==> src/design/host_bus_consts.svh <==
//------------------------------------------------------------
// Behaviour
//------------------------------------------------------------
`ifndef HOST_BUS_CONSTS_SVH
`define HOST_BUS_CONSTS_SVH

//------------------------------------------------------------
// Timing
//------------------------------------------------------------
`define MCLK_MHZ          50
`define CPU_RESET_HOLD_US 1000
`define RST_CNT_W         16
`define SNOOP_OFFSET      3'h4
`define SNOOP_LAST        3'h1
`define PHASE_ZERO        3'h0

//------------------------------------------------------------
// Bus layout and response codes
//------------------------------------------------------------
`define HA_MSB      31
`define HA_LSB      3
`define HD_W        64
`define REQ_W       5
`define RS_W        3
`define STRAP_BIT   15
`define BEAT_LAST   2'h3
`define BEAT_ZERO   2'h0
`define RS_IDLE     3'h0
`define RS_RETRY    3'h1
`define RS_DEFER    3'h2
`define RS_RSVD     3'h3
`define RS_HARDFAIL 3'h4
`define RS_NODATA   3'h5
`define RS_IWB      3'h6
`define RS_NORMAL   3'h7

`endif

==> src/design/host_bus_pkg.sv <==
`include "host_bus_consts.svh"
package host_bus_pkg;
  //----------------------------------------------------------
  // State types
  //----------------------------------------------------------
  typedef enum logic [5:0] {
    SN_IDLE = 6'h01,
    SN_PRIO = 6'h02,
    SN_REQA = 6'h04,
    SN_REQB = 6'h08,
    SN_WAIT = 6'h10,
    SN_DONE = 6'h20
  } snoop_state_t;
  typedef enum logic [4:0] {
    RP_IDLE  = 5'h01,
    RP_TRDY  = 5'h02,
    RP_WDATA = 5'h04,
    RP_RESP  = 5'h08,
    RP_RDATA = 5'h10
  } resp_state_t;
  typedef logic [`RS_W-1:0] resp_code_t;
endpackage

==> src/design/cpu_reset_if.sv <==
`timescale 1ns/1ps
`default_nettype none
interface cpu_reset_if;
  logic southbridgeActive;
  logic hubResetReq;
  logic cpuResetActive;
  modport gen (input southbridgeActive, input hubResetReq, output cpuResetActive);
  modport ctl (output southbridgeActive, output hubResetReq, input cpuResetActive);
endinterface
`default_nettype wire

==> src/design/cpu_reset_gen.sv <==
`timescale 1ns/1ps
`default_nettype none
module cpu_reset_gen
  import host_bus_pkg::*;
#(
  parameter int HOLD_CYCLES = `CPU_RESET_HOLD_US * `MCLK_MHZ
) (
  input  wire logic mclk,
  input  wire logic rst_n,
  cpu_reset_if.gen  rstIf
);
  localparam logic [`RST_CNT_W-1:0] HOLD_LOAD = `RST_CNT_W'(HOLD_CYCLES - 1);

  logic [`RST_CNT_W-1:0] holdCnt;
  logic                  active;

  // Reload on either source; counting keeps the output asserted
  wire loadHold = rstIf.southbridgeActive | rstIf.hubResetReq;
  wire counting = holdCnt != {`RST_CNT_W{1'b0}};

  // Hold timer; a new request restarts the full hold time
  always_ff @(posedge mclk) begin
    if (!rst_n) begin
      holdCnt <= {`RST_CNT_W{1'b0}};
      active  <= 1'b1;
    end else if (loadHold) begin
      holdCnt <= HOLD_LOAD;
      active  <= 1'b1;
    end else if (counting) begin
      holdCnt <= holdCnt - 1'b1;
    end else begin
      active  <= 1'b0;
    end
  end

  assign rstIf.cpuResetActive = active;
endmodule // cpu_reset_gen
`default_nettype wire

==> src/design/host_bus_agent.sv <==
`timescale 1ns/1ps
`default_nettype none
module host_bus_agent
  import host_bus_pkg::*;
#(
  parameter int RESET_HOLD_CYCLES = `CPU_RESET_HOLD_US * `MCLK_MHZ
) (
  input  wire logic                     mclk,
  input  wire logic                     rst_n,
  input  wire logic                     southbridgeReset_n,
  input  wire logic                     hubResetReq,
  input  wire logic                     stopClockGrantedHalt,
  output var  logic                     processorResetOut_n,
  input  wire logic [`HA_MSB:`HA_LSB]   hostAddrIn_n,
  output var  logic [`HA_MSB:`HA_LSB]   hostAddrOut_n,
  output var  logic                     hostAddrOe_n,
  input  wire logic [`HD_W-1:0]         hostDataIn_n,
  output var  logic [`HD_W-1:0]         hostDataOut_n,
  output var  logic                     hostDataOe_n,
  input  wire logic                     addressStrobeIn_n,
  output var  logic                     addressStrobeOut_n,
  output var  logic                     addressStrobeOe_n,
  input  wire logic [`REQ_W-1:0]        requestCmdIn_n,
  output var  logic [`REQ_W-1:0]        requestCmdOut_n,
  output var  logic                     requestCmdOe_n,
  input  wire logic                     blockNextRequestIn_n,
  output var  logic                     blockNextRequestOut_n,
  output var  logic                     blockNextRequestOe_n,
  output var  logic                     priorityBusRequest_n,
  input  wire logic                     dataBusBusyIn_n,
  output var  logic                     dataBusBusyOut_n,
  output var  logic                     dataBusBusyOe_n,
  input  wire logic                     dataReadyIn_n,
  output var  logic                     dataReadyOut_n,
  output var  logic                     dataReadyOe_n,
  input  wire logic                     snoopHitIn_n,
  output var  logic                     snoopHitOut_n,
  output var  logic                     snoopHitOe_n,
  input  wire logic                     snoopModHitIn_n,
  output var  logic                     snoopModHitOut_n,
  output var  logic                     snoopModHitOe_n,
  output var  logic                     deferOut_n,
  input  wire logic                     hostBusLock_n,
  output var  logic                     targetReadyOut_n,
  output var  logic                     targetReadyOe_n,
  output var  logic [`RS_W-1:0]         responseCodeOut_n,
  output var  logic                     responseCodeOe_n,
  input  wire logic                     throttleRequests,
  input  wire logic                     snoopStallReq,
  input  wire logic                     deferThis,
  input  wire logic                     retryThis,
  output var  logic                     reqValid,
  output var  logic [`HA_MSB:`HA_LSB]   reqAddr,
  output var  logic [`REQ_W-1:0]        reqCmdFirst,
  output var  logic [`REQ_W-1:0]        reqCmdSecond,
  output var  logic                     reqLocked,
  input  wire logic                     respValid,
  input  wire logic [`RS_W-1:0]         respCode,
  input  wire logic                     respWrite,
  input  wire logic [`HD_W-1:0]         respData,
  output var  logic                     respReady,
  output var  logic                     dataTake,
  output var  logic [`HD_W-1:0]         writeData,
  output var  logic                     writeDataValid,
  input  wire logic                     pciSnoopReq,
  input  wire logic [`HA_MSB:`HA_LSB]   pciSnoopAddr,
  input  wire logic [`REQ_W-1:0]        pciSnoopCmdFirst,
  input  wire logic [`REQ_W-1:0]        pciSnoopCmdSecond,
  output var  logic                     pciSnoopDone,
  output var  logic                     pciSnoopHit,
  output var  logic                     pciSnoopModified,
  output var  logic                     atomicHold
);
  //----------------------------------------------------------
  // Processor reset and strap
  //----------------------------------------------------------
  cpu_reset_if rstIf ();

  assign rstIf.southbridgeActive = ~southbridgeReset_n;
  assign rstIf.hubResetReq       = hubResetReq;

  cpu_reset_gen #(
    .HOLD_CYCLES (RESET_HOLD_CYCLES)
  ) u_cpu_reset_gen (
    .mclk  (mclk),
    .rst_n (rst_n),
    .rstIf (rstIf)
  );

  logic strapLevel;
  logic strapTail;

  // Strap is sampled while reset is held, never under the block reset itself
  always_ff @(posedge mclk) begin
    if (!rst_n) begin
      strapLevel <= 1'b0;
      strapTail  <= 1'b1;
    end else begin
      if (rstIf.cpuResetActive) begin
        strapLevel <= stopClockGrantedHalt;
      end
      strapTail <= rstIf.cpuResetActive;
    end
  end

  // Strap stays on the pin one cycle past the reset rise for hold time
  wire strapDrive = rstIf.cpuResetActive | strapTail | ~processorResetOut_n;

  //----------------------------------------------------------
  // Processor request capture
  //----------------------------------------------------------
  wire procAds = ~addressStrobeIn_n & addressStrobeOe_n;
  wire lockIn  = ~hostBusLock_n;

  logic       adsSeen;
  logic [2:0] procPhase;
  logic       deferDecision;
  logic       lockActive;

  // Two-clock request phase: first clock address and type, second the rest
  always_ff @(posedge mclk) begin
    if (!rst_n) begin
      adsSeen      <= 1'b0;
      reqValid     <= 1'b0;
      reqAddr      <= {(`HA_MSB-`HA_LSB+1){1'b0}};
      reqCmdFirst  <= {`REQ_W{1'b0}};
      reqCmdSecond <= {`REQ_W{1'b0}};
      reqLocked    <= 1'b0;
    end else begin
      adsSeen  <= procAds;
      reqValid <= adsSeen;
      if (procAds) begin
        reqAddr     <= ~hostAddrIn_n;
        reqCmdFirst <= ~requestCmdIn_n;
        reqLocked   <= lockIn;
      end
      if (adsSeen) begin
        reqCmdSecond <= ~requestCmdIn_n;
      end
    end
  end

  // Snoop-phase timer; a new strobe inside the window restarts it
  always_ff @(posedge mclk) begin
    if (!rst_n) begin
      procPhase     <= `PHASE_ZERO;
      deferDecision <= 1'b0;
    end else begin
      if (procAds) begin
        procPhase <= `SNOOP_OFFSET;
      end else if (procPhase != `PHASE_ZERO) begin
        procPhase <= procPhase - 1'b1;
      end
      if (reqValid) begin
        deferDecision <= deferThis | retryThis;
      end
    end
  end

  wire procSnoopSlot = procPhase == `SNOOP_LAST;

  // Lock window; the negation seen in the same cycle wins over the set
  wire next_lockActive = (procAds & lockIn) | (lockActive & lockIn);

  always_ff @(posedge mclk) begin
    if (!rst_n) begin
      lockActive <= 1'b0;
      atomicHold <= 1'b0;
    end else begin
      lockActive <= next_lockActive;
      atomicHold <= next_lockActive;
    end
  end

  //----------------------------------------------------------
  // Snoop issue on behalf of the PCI side
  //----------------------------------------------------------
  snoop_state_t snState;
  snoop_state_t next_snState;
  logic [2:0]   snWait;

  // Only start when the processor is neither locked nor blocking requests
  wire busClear = ~lockActive & ~procAds & ~adsSeen & ~blockNextRequestIn_n == 1'b0;
  wire snStart  = busClear & ~lockActive & blockNextRequestIn_n;
  wire snSample = snWait == `PHASE_ZERO;
  wire snStall  = ~snoopHitIn_n & ~snoopModHitIn_n;

  always_comb begin
    next_snState = snState;
    unique case (snState)
      SN_IDLE: if (pciSnoopReq && !rstIf.cpuResetActive) next_snState = SN_PRIO;
      SN_PRIO: if (snStart) next_snState = SN_REQA;
      SN_REQA: next_snState = SN_REQB;
      SN_REQB: next_snState = SN_WAIT;
      SN_WAIT: if (snSample && !snStall) next_snState = SN_DONE;
      SN_DONE: next_snState = SN_IDLE;
    endcase
  end

  // Window timer reloads on a stall so the window is pushed out
  always_ff @(posedge mclk) begin
    if (!rst_n) begin
      snState <= SN_IDLE;
      snWait  <= `PHASE_ZERO;
    end else begin
      snState <= next_snState;
      if (next_snState == SN_REQB || (snState == SN_WAIT && snSample)) begin
        snWait <= `SNOOP_OFFSET - 1'b1;
      end else if (!snSample) begin
        snWait <= snWait - 1'b1;
      end
    end
  end

  // Results: hit alone is a clean copy, modified hit means writeback follows
  always_ff @(posedge mclk) begin
    if (!rst_n) begin
      pciSnoopDone     <= 1'b0;
      pciSnoopHit      <= 1'b0;
      pciSnoopModified <= 1'b0;
    end else begin
      pciSnoopDone <= next_snState == SN_DONE;
      if (snState == SN_WAIT && snSample && !snStall) begin
        pciSnoopHit      <= ~snoopHitIn_n;
        pciSnoopModified <= ~snoopModHitIn_n;
      end
    end
  end

  //----------------------------------------------------------
  // Response and data phases for processor cycles
  //----------------------------------------------------------
  resp_state_t rpState;
  resp_state_t next_rpState;
  resp_code_t  rpCode;
  logic [1:0]  beatCnt;

  // Reserved and hard-failure codes are never put on the bus
  wire        codeIllegal = respCode == `RS_RSVD || respCode == `RS_HARDFAIL;
  wire [2:0]  codeLegal   = codeIllegal ? `RS_NODATA : respCode;
  wire        codeData    = codeLegal == `RS_NORMAL || codeLegal == `RS_IWB;
  wire        procDrdy    = ~dataReadyIn_n & dataReadyOe_n;
  wire        lastWrBeat  = procDrdy & dataBusBusyIn_n;
  wire        lastRdBeat  = beatCnt == `BEAT_LAST;

  always_comb begin
    next_rpState = rpState;
    unique case (rpState)
      RP_IDLE:  if (respValid) next_rpState = respWrite ? RP_TRDY : (codeData ? RP_RDATA : RP_RESP);
      RP_TRDY:  next_rpState = RP_WDATA;
      RP_WDATA: if (lastWrBeat) next_rpState = RP_RESP;
      RP_RESP:  next_rpState = RP_IDLE;
      RP_RDATA: if (lastRdBeat) next_rpState = RP_IDLE;
    endcase
  end

  always_ff @(posedge mclk) begin
    if (!rst_n) begin
      rpState <= RP_IDLE;
      rpCode  <= `RS_IDLE;
      beatCnt <= `BEAT_ZERO;
    end else begin
      rpState <= next_rpState;
      if (rpState == RP_IDLE && respValid) begin
        rpCode <= respWrite ? `RS_NODATA : codeLegal;
      end
      beatCnt <= (next_rpState == RP_RDATA && rpState == RP_RDATA) ? beatCnt + 1'b1 : `BEAT_ZERO;
    end
  end

  // Write data from the processor is taken on each of its data-ready clocks
  always_ff @(posedge mclk) begin
    if (!rst_n) begin
      writeData      <= {`HD_W{1'b0}};
      writeDataValid <= 1'b0;
    end else begin
      writeDataValid <= rpState == RP_WDATA && procDrdy;
      if (rpState == RP_WDATA && procDrdy) begin
        writeData <= ~hostDataIn_n;
      end
    end
  end

  //----------------------------------------------------------
  // Pin drive decode
  //----------------------------------------------------------
  wire nReqA    = next_snState == SN_REQA;
  wire nReqB    = next_snState == SN_REQB;
  wire nPrio    = next_snState == SN_PRIO || nReqA || nReqB;
  wire nRdBeat  = next_rpState == RP_RDATA;
  wire nRdFirst = nRdBeat && rpState != RP_RDATA;
  wire nRdLast  = nRdBeat && rpState == RP_RDATA && beatCnt == `BEAT_LAST - 1'b1;
  wire nResp    = (next_rpState == RP_RESP) || nRdFirst;
  wire nHitDrv  = procSnoopSlot & snoopStallReq;
  wire [`RS_W-1:0] nCode = (rpState == RP_IDLE) ? codeLegal : rpCode;

  // Address lines: strap in reset, snoop address in request, else released
  always_ff @(posedge mclk) begin
    if (!rst_n) begin
      processorResetOut_n <= 1'b0;
      hostAddrOut_n       <= {(`HA_MSB-`HA_LSB+1){1'b1}};
      hostAddrOe_n        <= 1'b1;
    end else begin
      processorResetOut_n <= ~rstIf.cpuResetActive;
      hostAddrOe_n        <= ~(nReqA | nReqB | strapDrive);
      if (nReqA || nReqB) begin
        hostAddrOut_n <= ~pciSnoopAddr;
      end else begin
        hostAddrOut_n             <= {(`HA_MSB-`HA_LSB+1){1'b1}};
        hostAddrOut_n[`STRAP_BIT] <= strapDrive ? strapLevel : 1'b1;
      end
    end
  end

  // Request phase pins: strobe in the first clock only, command in both
  always_ff @(posedge mclk) begin
    if (!rst_n) begin
      addressStrobeOut_n    <= 1'b1;
      addressStrobeOe_n     <= 1'b1;
      requestCmdOut_n       <= {`REQ_W{1'b1}};
      requestCmdOe_n        <= 1'b1;
      priorityBusRequest_n  <= 1'b1;
      blockNextRequestOut_n <= 1'b1;
      blockNextRequestOe_n  <= 1'b1;
    end else begin
      addressStrobeOut_n    <= ~nReqA;
      addressStrobeOe_n     <= ~(nReqA | nReqB);
      requestCmdOut_n       <= nReqA ? ~pciSnoopCmdFirst : ~pciSnoopCmdSecond;
      requestCmdOe_n        <= ~(nReqA | nReqB);
      priorityBusRequest_n  <= ~nPrio;
      blockNextRequestOut_n <= 1'b0;
      blockNextRequestOe_n  <= ~throttleRequests;
    end
  end

  // Snoop phase, response and data pins
  always_ff @(posedge mclk) begin
    if (!rst_n) begin
      deferOut_n        <= 1'b1;
      snoopHitOut_n     <= 1'b1;
      snoopHitOe_n      <= 1'b1;
      snoopModHitOut_n  <= 1'b1;
      snoopModHitOe_n   <= 1'b1;
      targetReadyOut_n  <= 1'b1;
      targetReadyOe_n   <= 1'b1;
      responseCodeOut_n <= {`RS_W{1'b1}};
      responseCodeOe_n  <= 1'b1;
      dataBusBusyOut_n  <= 1'b1;
      dataBusBusyOe_n   <= 1'b1;
      dataReadyOut_n    <= 1'b1;
      dataReadyOe_n     <= 1'b1;
      hostDataOut_n     <= {`HD_W{1'b1}};
      hostDataOe_n      <= 1'b1;
      dataTake          <= 1'b0;
      respReady         <= 1'b0;
    end else begin
      deferOut_n        <= ~(procSnoopSlot & deferDecision);
      snoopHitOut_n     <= ~nHitDrv;
      snoopHitOe_n      <= ~nHitDrv;
      snoopModHitOut_n  <= ~nHitDrv;
      snoopModHitOe_n   <= ~nHitDrv;
      targetReadyOut_n  <= ~(next_rpState == RP_TRDY);
      targetReadyOe_n   <= ~(next_rpState == RP_TRDY);
      responseCodeOut_n <= nResp ? ~nCode : {`RS_W{1'b1}};
      responseCodeOe_n  <= ~nResp;
      dataBusBusyOut_n  <= ~(nRdBeat & ~nRdLast);
      dataBusBusyOe_n   <= ~nRdBeat;
      dataReadyOut_n    <= ~nRdBeat;
      dataReadyOe_n     <= ~nRdBeat;
      hostDataOut_n     <= ~respData;
      hostDataOe_n      <= ~nRdBeat;
      dataTake          <= nRdBeat;
      respReady         <= next_rpState == RP_IDLE;
    end
  end
endmodule // host_bus_agent
`default_nettype wire

==> config.mk <==
export PLATFORM = sky130hd
export DESIGN_NAME = host_bus_agent
export DESIGN_NICKNAME = d
export VERILOG_FILES = /design/src/design/host_bus_pkg.sv /design/src/design/cpu_reset_if.sv /design/src/design/cpu_reset_gen.sv /design/src/design/host_bus_agent.sv
export VERILOG_INCLUDE_DIRS = /design/src /design/src/design
export SDC_FILE = /design/constraint.sdc
export NUM_CORES = 1
export LEC_CHECK = 0
export BUFFER_PORTS_ARGS = -buffer_cell sky130_fd_sc_hd__buf_4
export CORE_AREA = 2 2 175 177
export DETAILED_ROUTE_END_ITERATION = 10
export DIE_AREA = 0 0 177 179
export GPL_TIMING_DRIVEN = 1
export PLACE_DENSITY = 0.71
export SLEW_MARGIN = 0
export SYNTH_ARGS = -nofsm -noshare
export SYNTH_HDL_FRONTEND = slang
export SYNTH_HIERARCHICAL = 1
export SYNTH_SLANG_ARGS = --single-unit
==> constraint.sdc <==
create_clock -name mclk -period 2.2 [get_ports mclk]
set_input_delay 0.33 -clock mclk [delete_from_list [all_inputs] [get_ports mclk]]
set_output_delay 0.33 -clock mclk [all_outputs]
set_load 0.03 [all_outputs]
==> impl_metrics.csv <==
group,metric,value,unit
hold_path,min_path_type,"in2reg",
floorplanning,fp.dieArea,31700,um2
setup_path,nature_of_the_critical_path_endpoint,"register",
routing,drt-pass1-iter-count,5,
sta,worstMarginPinSlew,0.657,ns
synthesis,yosys-top-cells-area,"sky130_fd_sc_hd__dfxtp_1 (60%), sky130_fd_sc_hd__a211oi_1 (8.7%), sky130_fd_sc_hd__nor2_1 (5.3%), sky130_fd_sc_hd__nand2_1 (5.0%), sky130_fd_sc_hd__clkbuf_1 (2.0%)",
routing,ant_nets,0,
synthesis,compound_gate_fraction_of_synth_area,0.146,
cells_and_area,layout.cells.most_common_list,"sky130_fd_sc_hd__buf_4 (475), sky130_fd_sc_hd__dfxtp_1 (268), sky130_fd_sc_hd__dlygate4sd3_1 (195)",
synthesis,synth_top_family_by_area,"simple AND/OR/NAND/NOR gates",
cells_and_area,most_common_cell_after_layout_fill_and_taps_aside,"sky130_fd_sc_hd__buf_4",
setup_path,worst-path-max-fanout,5,
synthesis,post-synth-top-area-cell,"sky130_fd_sc_hd__dfxtp_1",
sta,period_share,0.960,
sta,fin_setup_tns,0,ns
grt,grt_first_pass_wirelength,49300,um
setup_path,timing.critical_path.arrival,2.58,ns
synthesis,syn-instance-count,915,
floorplanning,io_pins,457,
floorplanning,die_h,179,um
placed_design,io_buffers,456,
floorplanning,floorplan.initialDensity,0.299,
pwr,post-layout-total-power,11.6,mW
clock_tree,worst_skew_pair.late_latency,0.55,ns
clock_tree,path_clk_slew,0.06,ns
clock_tree,cts-buffers-inserted,29,
setup_path,r2r-end,"u_cpu_reset_gen/holdCnt[14]",
setup_path,flop_to_flop_setup_slack,0.09,ns
clock_tree,maximum_buffer_depth_of_the_clock_tree,3,
routing,dr.first_iter.drc_count,472,
clock_tree,clock_tree_from_tritoncts,"built",
synthesis,netlist_area,8980,um2
routing,routed_via_density,4.76,
synthesis,post_synth.cell_area_avg,9.82,um2
sta,report.final.hold_viol_count,0,
status,run_status,"finished, final reports clean",
floorplanning,die_w,177,um
synthesis,ys_seq_elements,269,
pwr,static-leakage-power,6.87,nW
cells_and_area,final_cells,1978,
sta,max_slew_margin,0.562,
cells_and_area,areaGrowthSynthToFinish,76.2,%
synthesis,edff_count_synth,0,
synthesis,synthAdderAreaFrac,0.0125,
pwr,cell_pwr_density,734,nW/um2
sta,finalSetupViolations,0,
sta,final_max_slew_viol_count,0,
setup_path,critical_path.startpoint_type,"register",
setup_path,critical_path.endpoint,"u_cpu_reset_gen/holdCnt[14]",
floorplanning,fp.coreArea,30000,um2
grt,overflow,0,
flow_run,drv_cap,0,
placed_design,place.detailed.instances,1724,
grt,grt_pass1_vias,9230,
synthesis,synth_warnings,6,
sta,layout_min_cycle_time,2.11,ns
clock_tree,clock-root-buffer,"sky130_fd_sc_hd__clkbuf_16",
sta,achievable-frequency,473,MHz
clock_tree,cts-htree-levels,1,
synthesis,synth_top_cell_area_share,0.600,
placed_design,dp_hpwl,21500,um
synthesis,yosysSeqAreaShare,0.600,
grt,grt_start_max_net_pins,74,
setup_path,critical_path.reg2reg.startpoint,"u_cpu_reset_gen/holdCnt[6]",
routing,detail_route.wl_per_cell,17.4,um
routing,dr_total_vias,9407,
synthesis,yosys.area_share.xor_xnor,0.00390,
grt,grt_util_all_layers,0.197,
synthesis,synth_nets,1147,
routing,wl,34400,um
grt,antenna_found_initial,1,
setup_path,crit_type,"reg2reg",
setup_path,crit_required,2.67,ns
synthesis,async_flop_share,0,
sta,skew,0.0164,ns
synthesis,synth-main-ff-cell,"sky130_fd_sc_hd__dfxtp_1",
pwr,vdd_ir_drop_max,641,uV
routing,route.detailed.drc,0,
floorplanning,fp-row-count,64,
cells_and_area,num-nets-final,1792,
clock_tree,clock_sink_count,269,
synthesis,synth.mux.area_fraction,0.0130,
placed_design,gp_congestion,0.829,
synthesis,synthSimpleGateAreaFrac,0.184,
cells_and_area,post_route_cells_drive_above_1_share,0.355,
setup_path,ff2ff_path_depth,5,
setup_path,crit_start,"u_cpu_reset_gen/holdCnt[6]",
synthesis,synthDistinctLibCells,61,
-- critical path: stages, from the launching register on --
cell and delay, ns:
sky130_fd_sc_hd__dfxtp_1 0.31, sky130_fd_sc_hd__or4_4 0.53, sky130_fd_sc_hd__buf_4 0.16, sky130_fd_sc_hd__or4_1 0.45, sky130_fd_sc_hd__or4_1 0.42, sky130_fd_sc_hd__a31oi_1 0.16
-- registers in the layout (all words and copies together) (netlist names), 6 cells and up --
register	cells
snState	6
u_cpu_reset_gen/holdCnt	16
hostDataOut_n	64
hostAddrOut_n	29
reqAddr	29
writeData	64
-- area by class of cell --
| type | instances | area, um2 |
|---|---|---|
| fillers | 2449 | 14200 |
| repair buffers | 678 | 5690 |
| inverters | 23 | 88.8 |
| multi-input cells | 559 | 3250 |
| clock buffers | 41 | 821 |
| diodes | 1 | 2.50 |
| flip-flops and latches | 269 | 5390 |
| well taps | 396 | 495 |
| clock inverters | 11 | 95.1 |
-- per-layer routing --
| metal | wire, um | vias up | track usage |
|---|---|---|---|
| met5 | 13 | - | 0 |
| met4 | 1110 | 2 | 0.0747 |
| met3 | 2890 | 87 | 0.0551 |
| met2 | 17100 | 435 | 0.340 |
| met1 | 13300 | 4424 | 0.231 |
| li1 | - | 4459 | - |
-- logic make-up (layout without fill, tap and decap cells) --
| family | Yosys count | in the layout |
|---|---|---|
| muxes | 11 | 11 |
| adders and majority gates | 9 | 9 |
| DFF | 269 | 269 |
| and+or+nand+nor | 349 | 349 |
| other | 0 | 1 |
| AOI/OAI and AO/OA | 186 | 186 |
| buffers and inverters | 87 | 753 |
| xor gates and xnor gates | 4 | 4 |
-- what timing repair did --
| item | in CTS | in global routing |
|---|---|---|
| buffers inserted | 0 | 3 |
| hold endpoints to repair | 201 | 0 |
| hold buffers | 195 | 0 |
| setup endpoints to repair | 0 | 32 |
| resized for setup | 0 | 8 |
-- synth_stat cells (4+ instances only) --
| cell type | n |
|---|---|
| sky130_fd_sc_hd__and3b_1 | 4 |
| sky130_fd_sc_hd__buf_2 | 8 |
| sky130_fd_sc_hd__a211oi_1 | 104 |
| sky130_fd_sc_hd__inv_1 | 23 |
| sky130_fd_sc_hd__and2_1 | 8 |
| sky130_fd_sc_hd__or2_2 | 4 |
| sky130_fd_sc_hd__or3_1 | 8 |
| sky130_fd_sc_hd__or4_1 | 9 |
| sky130_fd_sc_hd__a21oi_1 | 22 |
| sky130_fd_sc_hd__nand3_1 | 6 |
| sky130_fd_sc_hd__mux2i_1 | 6 |
| sky130_fd_sc_hd__nand2_1 | 120 |
| sky130_fd_sc_hd__mux2_2 | 5 |
| sky130_fd_sc_hd__a31oi_1 | 8 |
| sky130_fd_sc_hd__nor2b_1 | 9 |
| sky130_fd_sc_hd__nand2b_1 | 4 |
| sky130_fd_sc_hd__clkbuf_1 | 47 |
| sky130_fd_sc_hd__nor2_1 | 128 |
| sky130_fd_sc_hd__o21ai_0 | 22 |
| sky130_fd_sc_hd__o211ai_1 | 5 |
| sky130_fd_sc_hd__ha_1 | 9 |
| sky130_fd_sc_hd__buf_4 | 8 |
| sky130_fd_sc_hd__nor3_1 | 11 |
| sky130_fd_sc_hd__nor4_1 | 11 |
| sky130_fd_sc_hd__dfxtp_1 | 269 |
-- how the worst min path moves through the flow --
stage	start	to	slack [ns]	cells after the start
after floorplan	deferDecision	deferOut_n	0.35	1
after detailed placement	deferDecision	deferOut_n	0.38	1
final	stopClockGrantedHalt	strapLevel	0.03	3
after CTS	stopClockGrantedHalt	strapLevel	0.02	3
after global routing	stopClockGrantedHalt	strapLevel	0.04	3
after global placement	deferDecision	deferOut_n	0.37	1
-- report_power, final --
part / switching (mW) / leakage (nW) / total (mW) / internal (mW)
clock network: 2.00 / 0.444 / 4.71 / 2.71
registers: 0.102 / 2.21 / 5.16 / 5.06
logic: 0.862 / 4.22 / 1.74 / 0.880
total: 2.97 / 6.87 / 11.6 / 8.65
-- metrics by stage --
step                utilization  area [um2]  setup WS, ns  hold WS (ns)
floorplan                     -        8980         0.115         0.355
global placement          0.428       12800        0.0841         0.372
detailed placement        0.428       12800        0.0787         0.379
CTS                       0.523       15700        0.0712        0.0162
global route              0.527       15800       -0.0217        0.0386
finish                    0.527       15800        0.0879        0.0343
Power figures use the tool's default switching activity.
